==> src/tpp_consts.svh <==
`ifndef TPP_CONSTS_SVH
`define TPP_CONSTS_SVH

// Host I/O register addresses
`define TPP_ADDR_CTRL     2'h0
`define TPP_ADDR_SER      2'h1
`define TPP_ADDR_KBD      2'h2
`define TPP_ADDR_RLE      2'h3

// Control bits 7:4 after reset: both chip selects released
`define TPP_CTRL_RST      4'h3
// Positions of the stored control bits inside the 4-bit field
`define TPP_CTRL_MUTE     3
`define TPP_CTRL_FAST     2
`define TPP_CTRL_CS_FLASH 1
`define TPP_CTRL_CS_CARD  0

// Run-length timer: reload once the count is at or below this
`define TPP_RLE_LAST      7'h01

// Video timing
`define TPP_HC_PRESET     10'h390
`define TPP_HC_FETCH_END  10'h1f0
`define TPP_HC_LAST_PAIR  9'h1ff
`define TPP_HC_BLANK_BIT  9
`define TPP_HC_AHEAD      10'h002
`define TPP_SEG_LAST      3'h7
`define TPP_VC_PRESET     10'h000
`define TPP_VC_VIS_END    10'h180
`define TPP_VID_BASE      3'h7
`define TPP_GEN_BASE      3'h0
`define TPP_CHAR_MIN      7'h20

// Serial clock prescaler: one half period of the slow clock
`define TPP_PRESC_MAX     7'h7f
`define TPP_SER_START     8'hff

`endif

==> src/tpp_pkg.sv <==
`include "tpp_consts.svh"

package tpp_pkg;

    // Register state of the peripheral set, apart from the scancode buffer
    typedef struct packed {
        logic [2:0]  tape_sy;
        logic [2:0]  tick_sy;
        logic [2:0]  hs_sy;
        logic [1:0]  vs_sy;
        logic [1:0]  motor_sy;
        logic [1:0]  miso_sy;
        logic [7:0]  rdata;
        logic [3:0]  ctrl;
        logic [7:0]  rle_in;
        logic [7:0]  rle_out;
        logic [6:0]  rle_cnt;
        logic        tape_lvl;
        logic        irq;
        logic [9:0]  hc;
        logic [9:0]  vc;
        logic [7:0]  chr;
        logic [7:0]  shift;
        logic [12:0] addr;
        logic        vrd;
        logic        blank;
        logic        ven;
        logic        hil;
        logic [7:0]  sdat;
        logic [7:0]  sctl;
        logic [6:0]  presc;
        logic        sck;
        logic        samp;
        logic        mosi;
    } tpp_state_s;

    localparam tpp_state_s TPP_STATE_RST = '{
        ctrl    : `TPP_CTRL_RST,
        blank   : 1'b1,
        default : '0
    };

endpackage

==> src/tpp_fifo.sv <==
`timescale 1ns/1ps
`default_nettype none

module tpp_fifo #(
    parameter int WIDTH = 8,
    parameter int DEPTH = 16
) (
    input  wire logic             clk,
    input  wire logic             rst,
    input  wire logic             in_valid,
    input  wire logic [WIDTH-1:0] in_data,
    output logic                  in_ready,
    output logic                  out_valid,
    output logic      [WIDTH-1:0] out_data,
    input  wire logic             out_ready
);
    localparam int AW = $clog2(DEPTH);

    typedef struct packed {
        logic [DEPTH-1:0][WIDTH-1:0] mem;
        logic [AW-1:0]               wp;
        logic [AW-1:0]               rp;
        logic [AW:0]                 cnt;
        logic                        rdy;
        logic                        vld;
    } tpp_fifo_s;

    localparam tpp_fifo_s FIFO_RST = '{rdy: 1'b1, default: '0};

    tpp_fifo_s r;
    tpp_fifo_s n;
    logic      push;
    logic      pop;

    // Pointer and count update; ready and valid are kept as flops
    always_comb begin
        n    = r;
        push = in_valid & r.rdy;
        pop  = out_ready & r.vld;
        if (push) begin
            n.mem[r.wp] = in_data;
            n.wp        = r.wp + AW'(1);
        end
        if (pop) begin
            n.rp = r.rp + AW'(1);
        end
        n.cnt = r.cnt + (AW+1)'(push) - (AW+1)'(pop);
        n.rdy = n.cnt != (AW+1)'(DEPTH);
        n.vld = n.cnt != '0;
    end

    // State register
    always_ff @(posedge clk or posedge rst) begin
        if (rst) begin
            r <= FIFO_RST;
        end else begin
            r <= n;
        end
    end

    assign in_ready  = r.rdy;
    assign out_valid = r.vld;
    assign out_data  = r.mem[r.rp];

endmodule

`default_nettype wire

==> src/tpp_top.sv <==
`timescale 1ns/1ps
`default_nettype none
`include "tpp_consts.svh"

// What this block does
// - Playback: count down, reload and interrupt at one or below
// - Record: edge captures level and count, reloads
// - Byte holds level bit 7, ticks below
// - Sync inputs preset internal video counters
// - Sync loads 912; wrap to zero unblanks
// - Two-cycle read strobe per character segment
// - First fetch: 111, row bits, column bits
// - Second fetch: 000, character code, line bits
// - Shift every other clock; lines doubled
// - Codes below 32 switch overlay off
// - Character top bit selects highlight colour
// - Serial mode 0 with extra input sampler
// - Serial clock fast or divided by 256
// - Data write starts eight-clock busy transfer
// - Address bits pick one of four registers
// - Control bits 7:4 read back; status below
// - Mute bit silences the companion keyboard
// - Select bits drive active-low chip selects
// - Scancode flag set while codes are queued, clears when reads drain the queue
module tpp_top
    import tpp_pkg::*;
#(
    parameter int KBD_DEPTH = 16
) (
    input  wire logic        mclk,
    input  wire logic        sys_rst,
    input  wire logic [1:0]  io_addr,
    input  wire logic [7:0]  io_wdata,
    input  wire logic        io_wr,
    input  wire logic        io_rd,
    output logic      [7:0]  io_rdata,
    output logic             rle_irq,
    output logic             vid_read,
    output logic      [12:0] mem_addr,
    input  wire logic [7:0]  mem_rdata,
    input  wire logic        horiz_sync_in,
    input  wire logic        vert_sync_in,
    output logic             blanking,
    output logic             overlay_video_on,
    output logic             pixel_out,
    output logic             highlight_out,
    input  wire logic        sample_tick_in,
    input  wire logic        tape_in,
    output logic             tape_out,
    input  wire logic        motor_in,
    input  wire logic        miso_in,
    output logic             sck_out,
    output logic             mosi_out,
    output logic             flash_select_n,
    output logic             card_select_n,
    output logic             kbd_mute,
    input  wire logic [7:0]  kbd_code,
    input  wire logic        kbd_code_valid,
    output logic             kbd_code_ready
);

    ////////////////////////////////////////////////////////////////////////
    // Declarations

    tpp_state_s r;
    tpp_state_s n;
    logic       scancode_valid;
    logic [7:0] fifo_data;
    logic       kbd_pop;

    // Unsigned compare used by several decoders
    function automatic logic below(input logic [9:0] a,
                                   input logic [9:0] b);
        below = a < b;
    endfunction

    ////////////////////////////////////////////////////////////////////////
    // Scancode buffer

    // Keyboard read pops the oldest scancode
    assign kbd_pop = io_rd & (io_addr == `TPP_ADDR_KBD);

    tpp_fifo #(
        .WIDTH (8),
        .DEPTH (KBD_DEPTH)
    ) u_kbd_fifo (
        .clk       (mclk),
        .rst       (sys_rst),
        .in_valid  (kbd_code_valid),
        .in_data   (kbd_code),
        .in_ready  (kbd_code_ready),
        .out_valid (scancode_valid),
        .out_data  (fifo_data),
        .out_ready (kbd_pop)
    );

    ////////////////////////////////////////////////////////////////////////
    // Next-state logic

    always_comb begin
        logic        tape_edge;
        logic        tick;
        logic        hs;
        logic        hs_rise;
        logic        vis_row;
        logic        fetch;
        logic [9:0]  seg;
        logic        ser_tick;
        logic        busy;

        n         = r;
        tape_edge = 1'b0;
        tick      = 1'b0;
        hs        = 1'b0;
        hs_rise   = 1'b0;
        vis_row   = 1'b0;
        fetch     = 1'b0;
        seg       = '0;
        ser_tick  = 1'b0;
        busy      = r.sctl[7];

        // Pin synchronisers: first stage feeds only the second
        n.tape_sy  = {r.tape_sy[1:0], tape_in};
        n.tick_sy  = {r.tick_sy[1:0], sample_tick_in};
        n.hs_sy    = {r.hs_sy[1:0], horiz_sync_in};
        n.vs_sy    = {r.vs_sy[0], vert_sync_in};
        n.motor_sy = {r.motor_sy[0], motor_in};
        n.miso_sy  = {r.miso_sy[0], miso_in};

        tape_edge = r.tape_sy[2] ^ r.tape_sy[1];
        tick      = r.tick_sy[1] & ~r.tick_sy[2];
        hs        = r.hs_sy[1];
        hs_rise   = r.hs_sy[1] & ~r.hs_sy[2];

        // Host register writes
        if (io_wr) begin
            if (io_addr == `TPP_ADDR_CTRL) begin
                n.ctrl = io_wdata[7:4];
            end else if (io_addr == `TPP_ADDR_SER) begin
                n.sdat  = io_wdata;
                n.sctl  = `TPP_SER_START;
                n.presc = '0;
                n.sck   = 1'b0;
                n.mosi  = io_wdata[7];
            end else if (io_addr == `TPP_ADDR_RLE) begin
                n.rle_in = io_wdata;
                n.irq    = 1'b0;
            end
        end

        // Host register reads, answered one cycle later
        if (io_rd) begin
            if (io_addr == `TPP_ADDR_CTRL) begin
                n.rdata = {r.ctrl, 1'b0, r.motor_sy[1], busy,
                           scancode_valid};
            end else if (io_addr == `TPP_ADDR_SER) begin
                n.rdata = r.sdat;
            end else if (io_addr == `TPP_ADDR_KBD) begin
                n.rdata = fifo_data;
            end else begin
                n.rdata = r.rle_out;
                n.irq   = 1'b0;
            end
        end

        ////////////////////////////////////////////////////////////////////
        // Run-length timer; a set here overrides the host clear above

        if (tape_edge) begin
            n.rle_out  = {r.tape_sy[1], r.rle_cnt};
            n.rle_cnt  = r.rle_in[6:0];
            n.tape_lvl = r.rle_in[7];
            n.irq      = 1'b1;
        end else if (tick) begin
            if (r.rle_cnt <= `TPP_RLE_LAST) begin
                n.rle_cnt  = r.rle_in[6:0];
                n.tape_lvl = r.rle_in[7];
                n.irq      = 1'b1;
            end else begin
                n.rle_cnt = r.rle_cnt - 7'h01;
            end
        end

        ////////////////////////////////////////////////////////////////////
        // Slave video counters

        // Vertical sync presets, each line start advances
        if (r.vs_sy[1]) begin
            n.vc = `TPP_VC_PRESET;
        end else if (hs_rise) begin
            n.vc = r.vc + 10'h001;
        end

        // Horizontal sync holds the count at its preset
        if (hs) begin
            n.hc = `TPP_HC_PRESET;
        end else begin
            n.hc = r.hc + 10'h001;
        end

        // Blank ends at the wrap, returns after 32 segments
        if (n.hc == '0) begin
            n.blank = 1'b0;
        end else if (n.hc[`TPP_HC_BLANK_BIT]) begin
            n.blank = 1'b1;
        end

        // Fetch pair sits in the last two clocks before a segment
        vis_row = below(r.vc, `TPP_VC_VIS_END);
        seg     = n.hc + `TPP_HC_AHEAD;
        if (n.hc[`TPP_HC_BLANK_BIT]) begin
            fetch = n.hc[9:1] == `TPP_HC_LAST_PAIR;
        end else begin
            fetch = (n.hc[3:1] == `TPP_SEG_LAST) &
                    below(n.hc, `TPP_HC_FETCH_END);
        end
        fetch = fetch & vis_row & ~hs;
        n.vrd = fetch;

        // Character code comes back in the first fetch cycle
        if (r.vrd & ~r.hc[0]) begin
            n.chr = mem_rdata;
        end

        // Memory address for the coming fetch cycle
        if (fetch & ~n.hc[0]) begin
            n.addr = {`TPP_VID_BASE, r.vc[8:4], seg[8:4]};
        end else if (fetch) begin
            n.addr = {`TPP_GEN_BASE, n.chr[6:0],
                      r.vc[3:1]};
        end else begin
            n.addr = '0;
        end

        // Pixel shifter loads on the second fetch, shifts on odd counts
        if (r.vrd & r.hc[0]) begin
            n.shift = mem_rdata;
            n.ven   = ~below({3'h0, r.chr[6:0]},
                             {3'h0, `TPP_CHAR_MIN});
            n.hil   = r.chr[7];
        end else if (r.hc[0]) begin
            n.shift = {r.shift[6:0], 1'b0};
        end
        if (n.blank | ~vis_row) begin
            n.ven = 1'b0;
        end

        ////////////////////////////////////////////////////////////////////
        // Serial master, mode 0

        // Tick every clock when fast, twice per 256 when slow
        n.presc = (io_wr & (io_addr == `TPP_ADDR_SER)) ? '0
                  : r.presc + 7'h01;
        if (r.ctrl[`TPP_CTRL_FAST]) begin
            ser_tick = 1'b1;
        end else begin
            ser_tick = r.presc == `TPP_PRESC_MAX;
        end

        // Rising half samples, falling half shifts and advances busy
        if (busy & ser_tick & ~(io_wr & (io_addr == `TPP_ADDR_SER))) begin
            if (~r.sck) begin
                n.sck  = 1'b1;
                n.samp = r.miso_sy[1];
            end else begin
                n.sck  = 1'b0;
                n.sdat = {r.sdat[6:0], r.samp};
                n.sctl = {r.sctl[6:0], 1'b0};
                n.mosi = r.sdat[6];
            end
        end
    end

    ////////////////////////////////////////////////////////////////////////
    // State register

    always_ff @(posedge mclk or posedge sys_rst) begin
        if (sys_rst) begin
            r <= TPP_STATE_RST;
        end else begin
            r <= n;
        end
    end

    ////////////////////////////////////////////////////////////////////////
    // Outputs, each a flop bit

    assign io_rdata         = r.rdata;
    assign rle_irq          = r.irq;
    assign tape_out         = r.tape_lvl;
    assign vid_read         = r.vrd;
    assign mem_addr         = r.addr;
    assign blanking         = r.blank;
    assign overlay_video_on = r.ven;
    assign pixel_out        = r.shift[7];
    assign highlight_out    = r.hil;
    assign sck_out          = r.sck;
    assign mosi_out         = r.mosi;

    // Control bits steer the outside world directly
    assign kbd_mute       = r.ctrl[`TPP_CTRL_MUTE];
    assign flash_select_n = r.ctrl[`TPP_CTRL_CS_FLASH];
    assign card_select_n  = r.ctrl[`TPP_CTRL_CS_CARD];

endmodule

`default_nettype wire

==> config.mk <==
export PLATFORM = sky130hd
export DESIGN_NAME = tpp_top
export DESIGN_NICKNAME = d
export VERILOG_FILES = /design/src/tpp_pkg.sv /design/src/tpp_fifo.sv /design/src/tpp_top.sv
export VERILOG_INCLUDE_DIRS = /design/src /design/src/src
export SDC_FILE = /design/constraint.sdc
export NUM_CORES = 1
export LEC_CHECK = 0
export BUFFER_PORTS_ARGS = -buffer_cell sky130_fd_sc_hd__buf_2
export CAP_MARGIN = 20
export CORE_MARGIN = 5
export CORE_UTILIZATION = 35
export CTS_CLUSTER_DIAMETER = 30
export DETAILED_ROUTE_END_ITERATION = 6
export SETUP_SLACK_MARGIN = 0.05
export SYNTH_ARGS = -nofsm -noshare
export SYNTH_HDL_FRONTEND = slang
export SYNTH_SLANG_ARGS = --single-unit
==> constraint.sdc <==
create_clock -name mclk -period 9.75 [get_ports mclk]
set_input_delay 0.4875 -clock mclk [delete_from_list [all_inputs] [get_ports mclk]]
set_output_delay 0.4875 -clock mclk [all_outputs]
set_load 0.05 [all_outputs]
After elaboration in Yosys (flattened, before gate mapping). Index checks and enable logic that the tools add are counted.

Flip-flop bits (word level): 274. Bits in latches: 0. Memory bits (writable): 0. ROM bits: 0. Input port bits: 37. Output and inout port bits: 34. Word-level logic and storage cells: 164. Memories kept: 0.

Add/subtract/negate cells: 9. Multiply operators: 0. Divide/modulo/power cells: 0. Order comparisons: 7. Equal/unequal tests: 8. Shifts and indexed selects: 0. Muxes and demuxes: 47. Bitwise operators: 27. Reductions and logical operators: 16.

Operator list (number): bitwise mux 128 bit (1); two-way mux 24 bit (3); two-way mux 8 bit (7); two-way mux 10 bit (4); binary-select mux 8 bit (select 4 bit) (1); demux 8 bit (select 4 bit) (1); two-way mux 16 bit (2); two-way mux 7 bit (3); adder 10 x 1 -> 10 bit, second input constant (2); less-than comparator 10 x 9 -> 1 bit, second input constant (2); two-way mux 1 bit (19); two-way mux 9 bit (2); AND 1 bit (14); nonzero test 2 bit (7); two-way mux 13 bit (1); inverter 1 bit (11); zero test 10 bit (1); less-than comparator 4 x 5 -> 1 bit, second input constant (2); adder 9 x 2 -> 9 bit, second input constant (1); equality test 9 bit, second input constant (1); adder 4 x 1 -> 4 bit, second input constant (2); adder 7 x 1 -> 7 bit, second input constant (1); equality test 7 bit, second input constant (1); <= comparator 7 x 1 -> 1 bit, second input constant (1); other kinds (20) (24).

Longest topological paths before layout.
Depth after elaboration: 12. Depth in mapped cells: 14. Depth with buffers taken out: 12.

Hierarchy. From an unflattened synthesis, not the netlist that was laid out.

Cell total of the unflattened synthesis: 960. Area, all modules: 12512.0 µm².

Modules (own cells, without submodules): tpp_fifo (instances 1, cells an instance 424, area each 6661.4 µm²); tpp_top (instances 1, cells an instance 536, area each 5850.6 µm²).

Worst setup path before layout. OpenSTA, ideal clock, no wires.

Kind: input to register. Start: in io_addr[1]. End: reg u_kbd_fifo.r (netlist bit u_kbd_fifo.out_valid). Library setup time: 131 ps. Arrival: 2640 ps. Data required time: 9619 ps. Path slack: 6979 ps. Stages on the path: 12. Buffers on the path: 2. Path through: clkbuf_1 -> nor2b_1 -> and3_1 -> clkbuf_1 -> ha_1 -> inv_1 -> ha_1 -> inv_1 -> fa_1 -> inv_1 -> nor4_1 -> nand2b_1.

RTL lines: from (decl) (line tpp_top.sv:32) `input wire logic [1:0] io_addr,`; to (signal assigned) (line tpp_fifo.sv:57) `r <= n;`; to (decl) (line tpp_fifo.sv:30) `tpp_fifo_s r;`.

==> metrics.yaml <==
sta:
  rsz0062_at_grt: "false"
  post-route-period-util_pct: 30.6
  max_freq_mhz: 335
  final-hold-violation-count: 0
  min_period_ns: 2.99
  finalSetupTns_ns: 0
  timing.final.setup_violations: 0
  timing.final.max_slew_violations: 0
  timing.clock.skew_ns: 0.0154
  relSlewSlack_pct: 31.4
  worstMarginPinSlew_ns: 1.03
setup_path:
  slowest_stage_delay_on_critical_path_ns: 0.79
  crit_start: "r[69]"
  critPathTopFamily: "flip-flops"
  critPathCaptureType: "flip-flop"
  critical-path-slowest-cell: "dfrtp_1"
  critPathKind: "flip-flop to flip-flop"
  reg2reg_from: "r[69]"
  worst_path_buf_inv: 1
  cp-start-kind: "flip-flop"
  reg2reg_setup_slack_ns: 6.76
  cp.arrival_ns: 3.41
  worstPathMaxFanout: 24
  worstPathRequired_ns: 10.17
  timing.critical_path.cells: "ha_1 -> and3_1 -> a32oi_1 -> o31a_1 -> nor4_4 -> mux2i_1 -> buf_4 -> nor4_1"
grt:
  grt_start_max_net_pins: 144
  grt_pass1_wl_um: 44400
  grt_antenna_before_repair: 0
  gr_util_all_layers_pct: 13.9
  grt_remaining_overflow: 0
  number_of_global_route_vias_before_repair: 8169
outcome:
  status: "finished clean"
cts:
  number_of_setup_buffers_added_after_cts: 0
  cts_sinks: 272
  clk_transition_reported_paths_ns: 0.05
  clock_tree_from_tritoncts: "done"
  clk_path_buf_depth: 3
  clock_tree.htree_level_count: 3
  cts-buffers-inserted: 66
  cts_root_buffer: "clkbuf_16"
  clkLatencyLatePin_ns: 0.55
logic_synthesis:
  synthMuxAreaShare_pct: 22.6
  synth_warnings: 0
  synth_top_family_by_area: "multiplexers"
  post_synth_fa_ha_maj_area_fraction_pct: 1.76
  synth_ff_type: "dfrtp_1"
  synth-simple-area-share_pct: 8.96
  number_of_synthesized_flops_with_an_enable_pin: 0
  post_synth.cell_area_avg_um2: 12.7
  ys_types: 62
  synth_seq_area_share_pct: 55.0
  postSynthRegisterBits: 272
  post-synth-top-area-fraction_pct: 54.2
  most_repeated_cell_in_the_gate_level_netlist_after_synthesis: "dfrtp_1"
  synth.net_count: 1030
  synth-async-reset-ratio_pct: 100
  post_synth_most_frequent_cells: "dfrtp_1 (268), mux2_2 (152), nor2_1 (86), nand2_1 (72), a21oi_1 (41)"
  synth_xor_area_share_pct: 2.41
  share_of_the_synthesized_area_in_compound_gates_ao_oa_aoi_oai_pct: 5.37
  synth_top_cells_by_area: "dfrtp_1 (54%), mux2_2 (14%), mux4_2 (7.3%)"
  syn-instance-count: 977
  syn-cell-area_um2: 12400
  synth_largest_area_cell: "dfrtp_1"
route:
  wl_per_cell_um: 17.0
  via_per_inst: 5.03
  dr_total_vias: 7861
  drt_pre_antenna_iters: 6
  remaining_routing_drc_violations: 0
  route.antenna.remaining_nets: 0
  drt-initial-drc-count: 372
  finalWirelength_um: 26600
power:
  combinational_group_share_of_total_power_pct: 23.7
  vdd_drop_max_mv: 0.147
  power_frac_seq_pct: 33.5
  pwr_density_cell_nw_per_um2: 342
  power_report.internal_total_mw: 3.75
  pwr-share-clk_pct: 42.7
  p_sw_share_pct: 28.4
  power_leakage_nw: 6.80
  net_switching_component_of_the_power_mw: 1.49
die:
  die-area_um2: 39200
  fp.dieW_um: 198
  std_cell_rows: 68
  floorplan.initialDensity_pct: 35.7
  core_um2: 34700
  boundaryPins: 71
  die_y_um: 198
cells_and_area:
  final_cell_count_without_fillers: 1563
  seqCellArea_um2: 6810
  filler_cell_count: 3176
  final_layout_size_suffix_gt1_share_pct: 36.4
  syn_to_final_growth_pct: 23.9
  finish.net_count: 1110
  postLayoutCoreUtil_pct: 44.2
  area_taken_by_multi_input_logic_gates_um2: 5090
  antenna_cell_count: 0
run:
  drv.max_cap_violation_count: 0
place:
  post-place-cells: 1442
  finalWeightedCongestion: 0.841
  dpl.hpwl_um: 17600
  port_buffers: 70
min_path:
  holdCritStartpoint: "vert_sync_in"
  holdCritPathClass: "input pin to flip-flop"
-- routing by layer --
metal	wire [um]	global-route usage, %	up-vias	share of wire [%]
li1	-	-	3643	-
met1	12500	19.8	3996	47
met2	12300	20.8	161	46
met3	1220	3.30	61	4.6
met4	664	5.18	0	2.5
met5	0	0	-	0
-- cell families after synthesis --
family                   count (synthesis)
multiplexers                           210
adder cells (fa/ha/maj)                 17
XOR/XNOR                                34
AO/OA/AOI/OAI                          108
flip-flops                             272
buffers and inverters                   99
AND/OR/NAND/NOR                        237
-- cell usage in the layout (no fill, tap or decap), types with 18 or more instances in the layout --
| cell | Yosys | routed |
|---|---|---|
| mux4_2 | 40 | 40 |
| mux2i_1 | 18 | 18 |
| clkbuf_16 | 0 | 66 |
| o21ai_0 | 18 | 18 |
| nand2_1 | 72 | 72 |
| mux2_2 | 152 | 152 |
| nor2_1 | 86 | 86 |
| a21oi_1 | 41 | 41 |
| buf_2 | 7 | 70 |
| inv_1 | 30 | 29 |
| dfrtp_1 | 268 | 267 |
| xnor2_1 | 19 | 19 |
-- registers in the layout, indices dropped and copies added (netlist names) --
register,flops
mem_addr,11
mosi_out,1
tape_out,1
kbd_mute,1
r,89
sck_out,1
overlay_video_on,1
u_kbd_fifo.r,141
blanking,1
rle_irq,1
pixel_out,1
u_kbd_fifo.in_ready,1
io_rdata,8
n,9
highlight_out,1
card_select_n,1
vid_read,1
flash_select_n,1
u_kbd_fifo.out_valid,1
-- per-stage QoR --
stage	area (um2)	hold slack [ns]	total power [mW]	setup WS, ns
final	15300	0.0448	5.24	6.76
after global routing	15300	0.0199	5.53	6.55
after CTS	15300	0.0186	5.31	6.77
after detailed placement	13000	0.337	3.02	6.65
after global placement	13000	0.333	2.98	6.72
after floorplan	12400	0.331	2.73	1.77
-- what timing repair did --
item                                   4_1_cts  5_1_grt
endpoints found under the hold margin        0       14
gates resized for setup                      0        0
hold buffers                                 0        1
-- power groups by stage --
stage          registers [mW]  logic, mW  clock network [mW]
3_3_place_gp             1.76       1.22                   0
2_1_floorplan            1.71       1.01                   0
6_report                 1.76       1.24                2.24
3_5_place_dp             1.77       1.26                   0
5_1_grt                  1.81       1.37                2.35
4_1_cts                  1.76       1.26                2.29
-- final cells by class --
class / count / area share, %
multi-input combinational: 606 / 33.2
timing repair buffer: 79 / 2.87
clock buffer: 80 / 11.6
tap: 455 / 3.71
clock inverter: 39 / 3.38
inverter: 32 / 0.832
sequential: 272 / 44.4
-- final timing paths --
check / end / cells after the start
min reg2reg: r[119] / 0
max in group asynchronous: u_kbd_fifo.r[21] / 5
max reg2reg: mem_addr[3] / 8
min in group asynchronous: r[72] / 3
min: n[121] / 1
max: mem_addr[3] / 8
No activity file was read; power rests on OpenSTA's default activity.
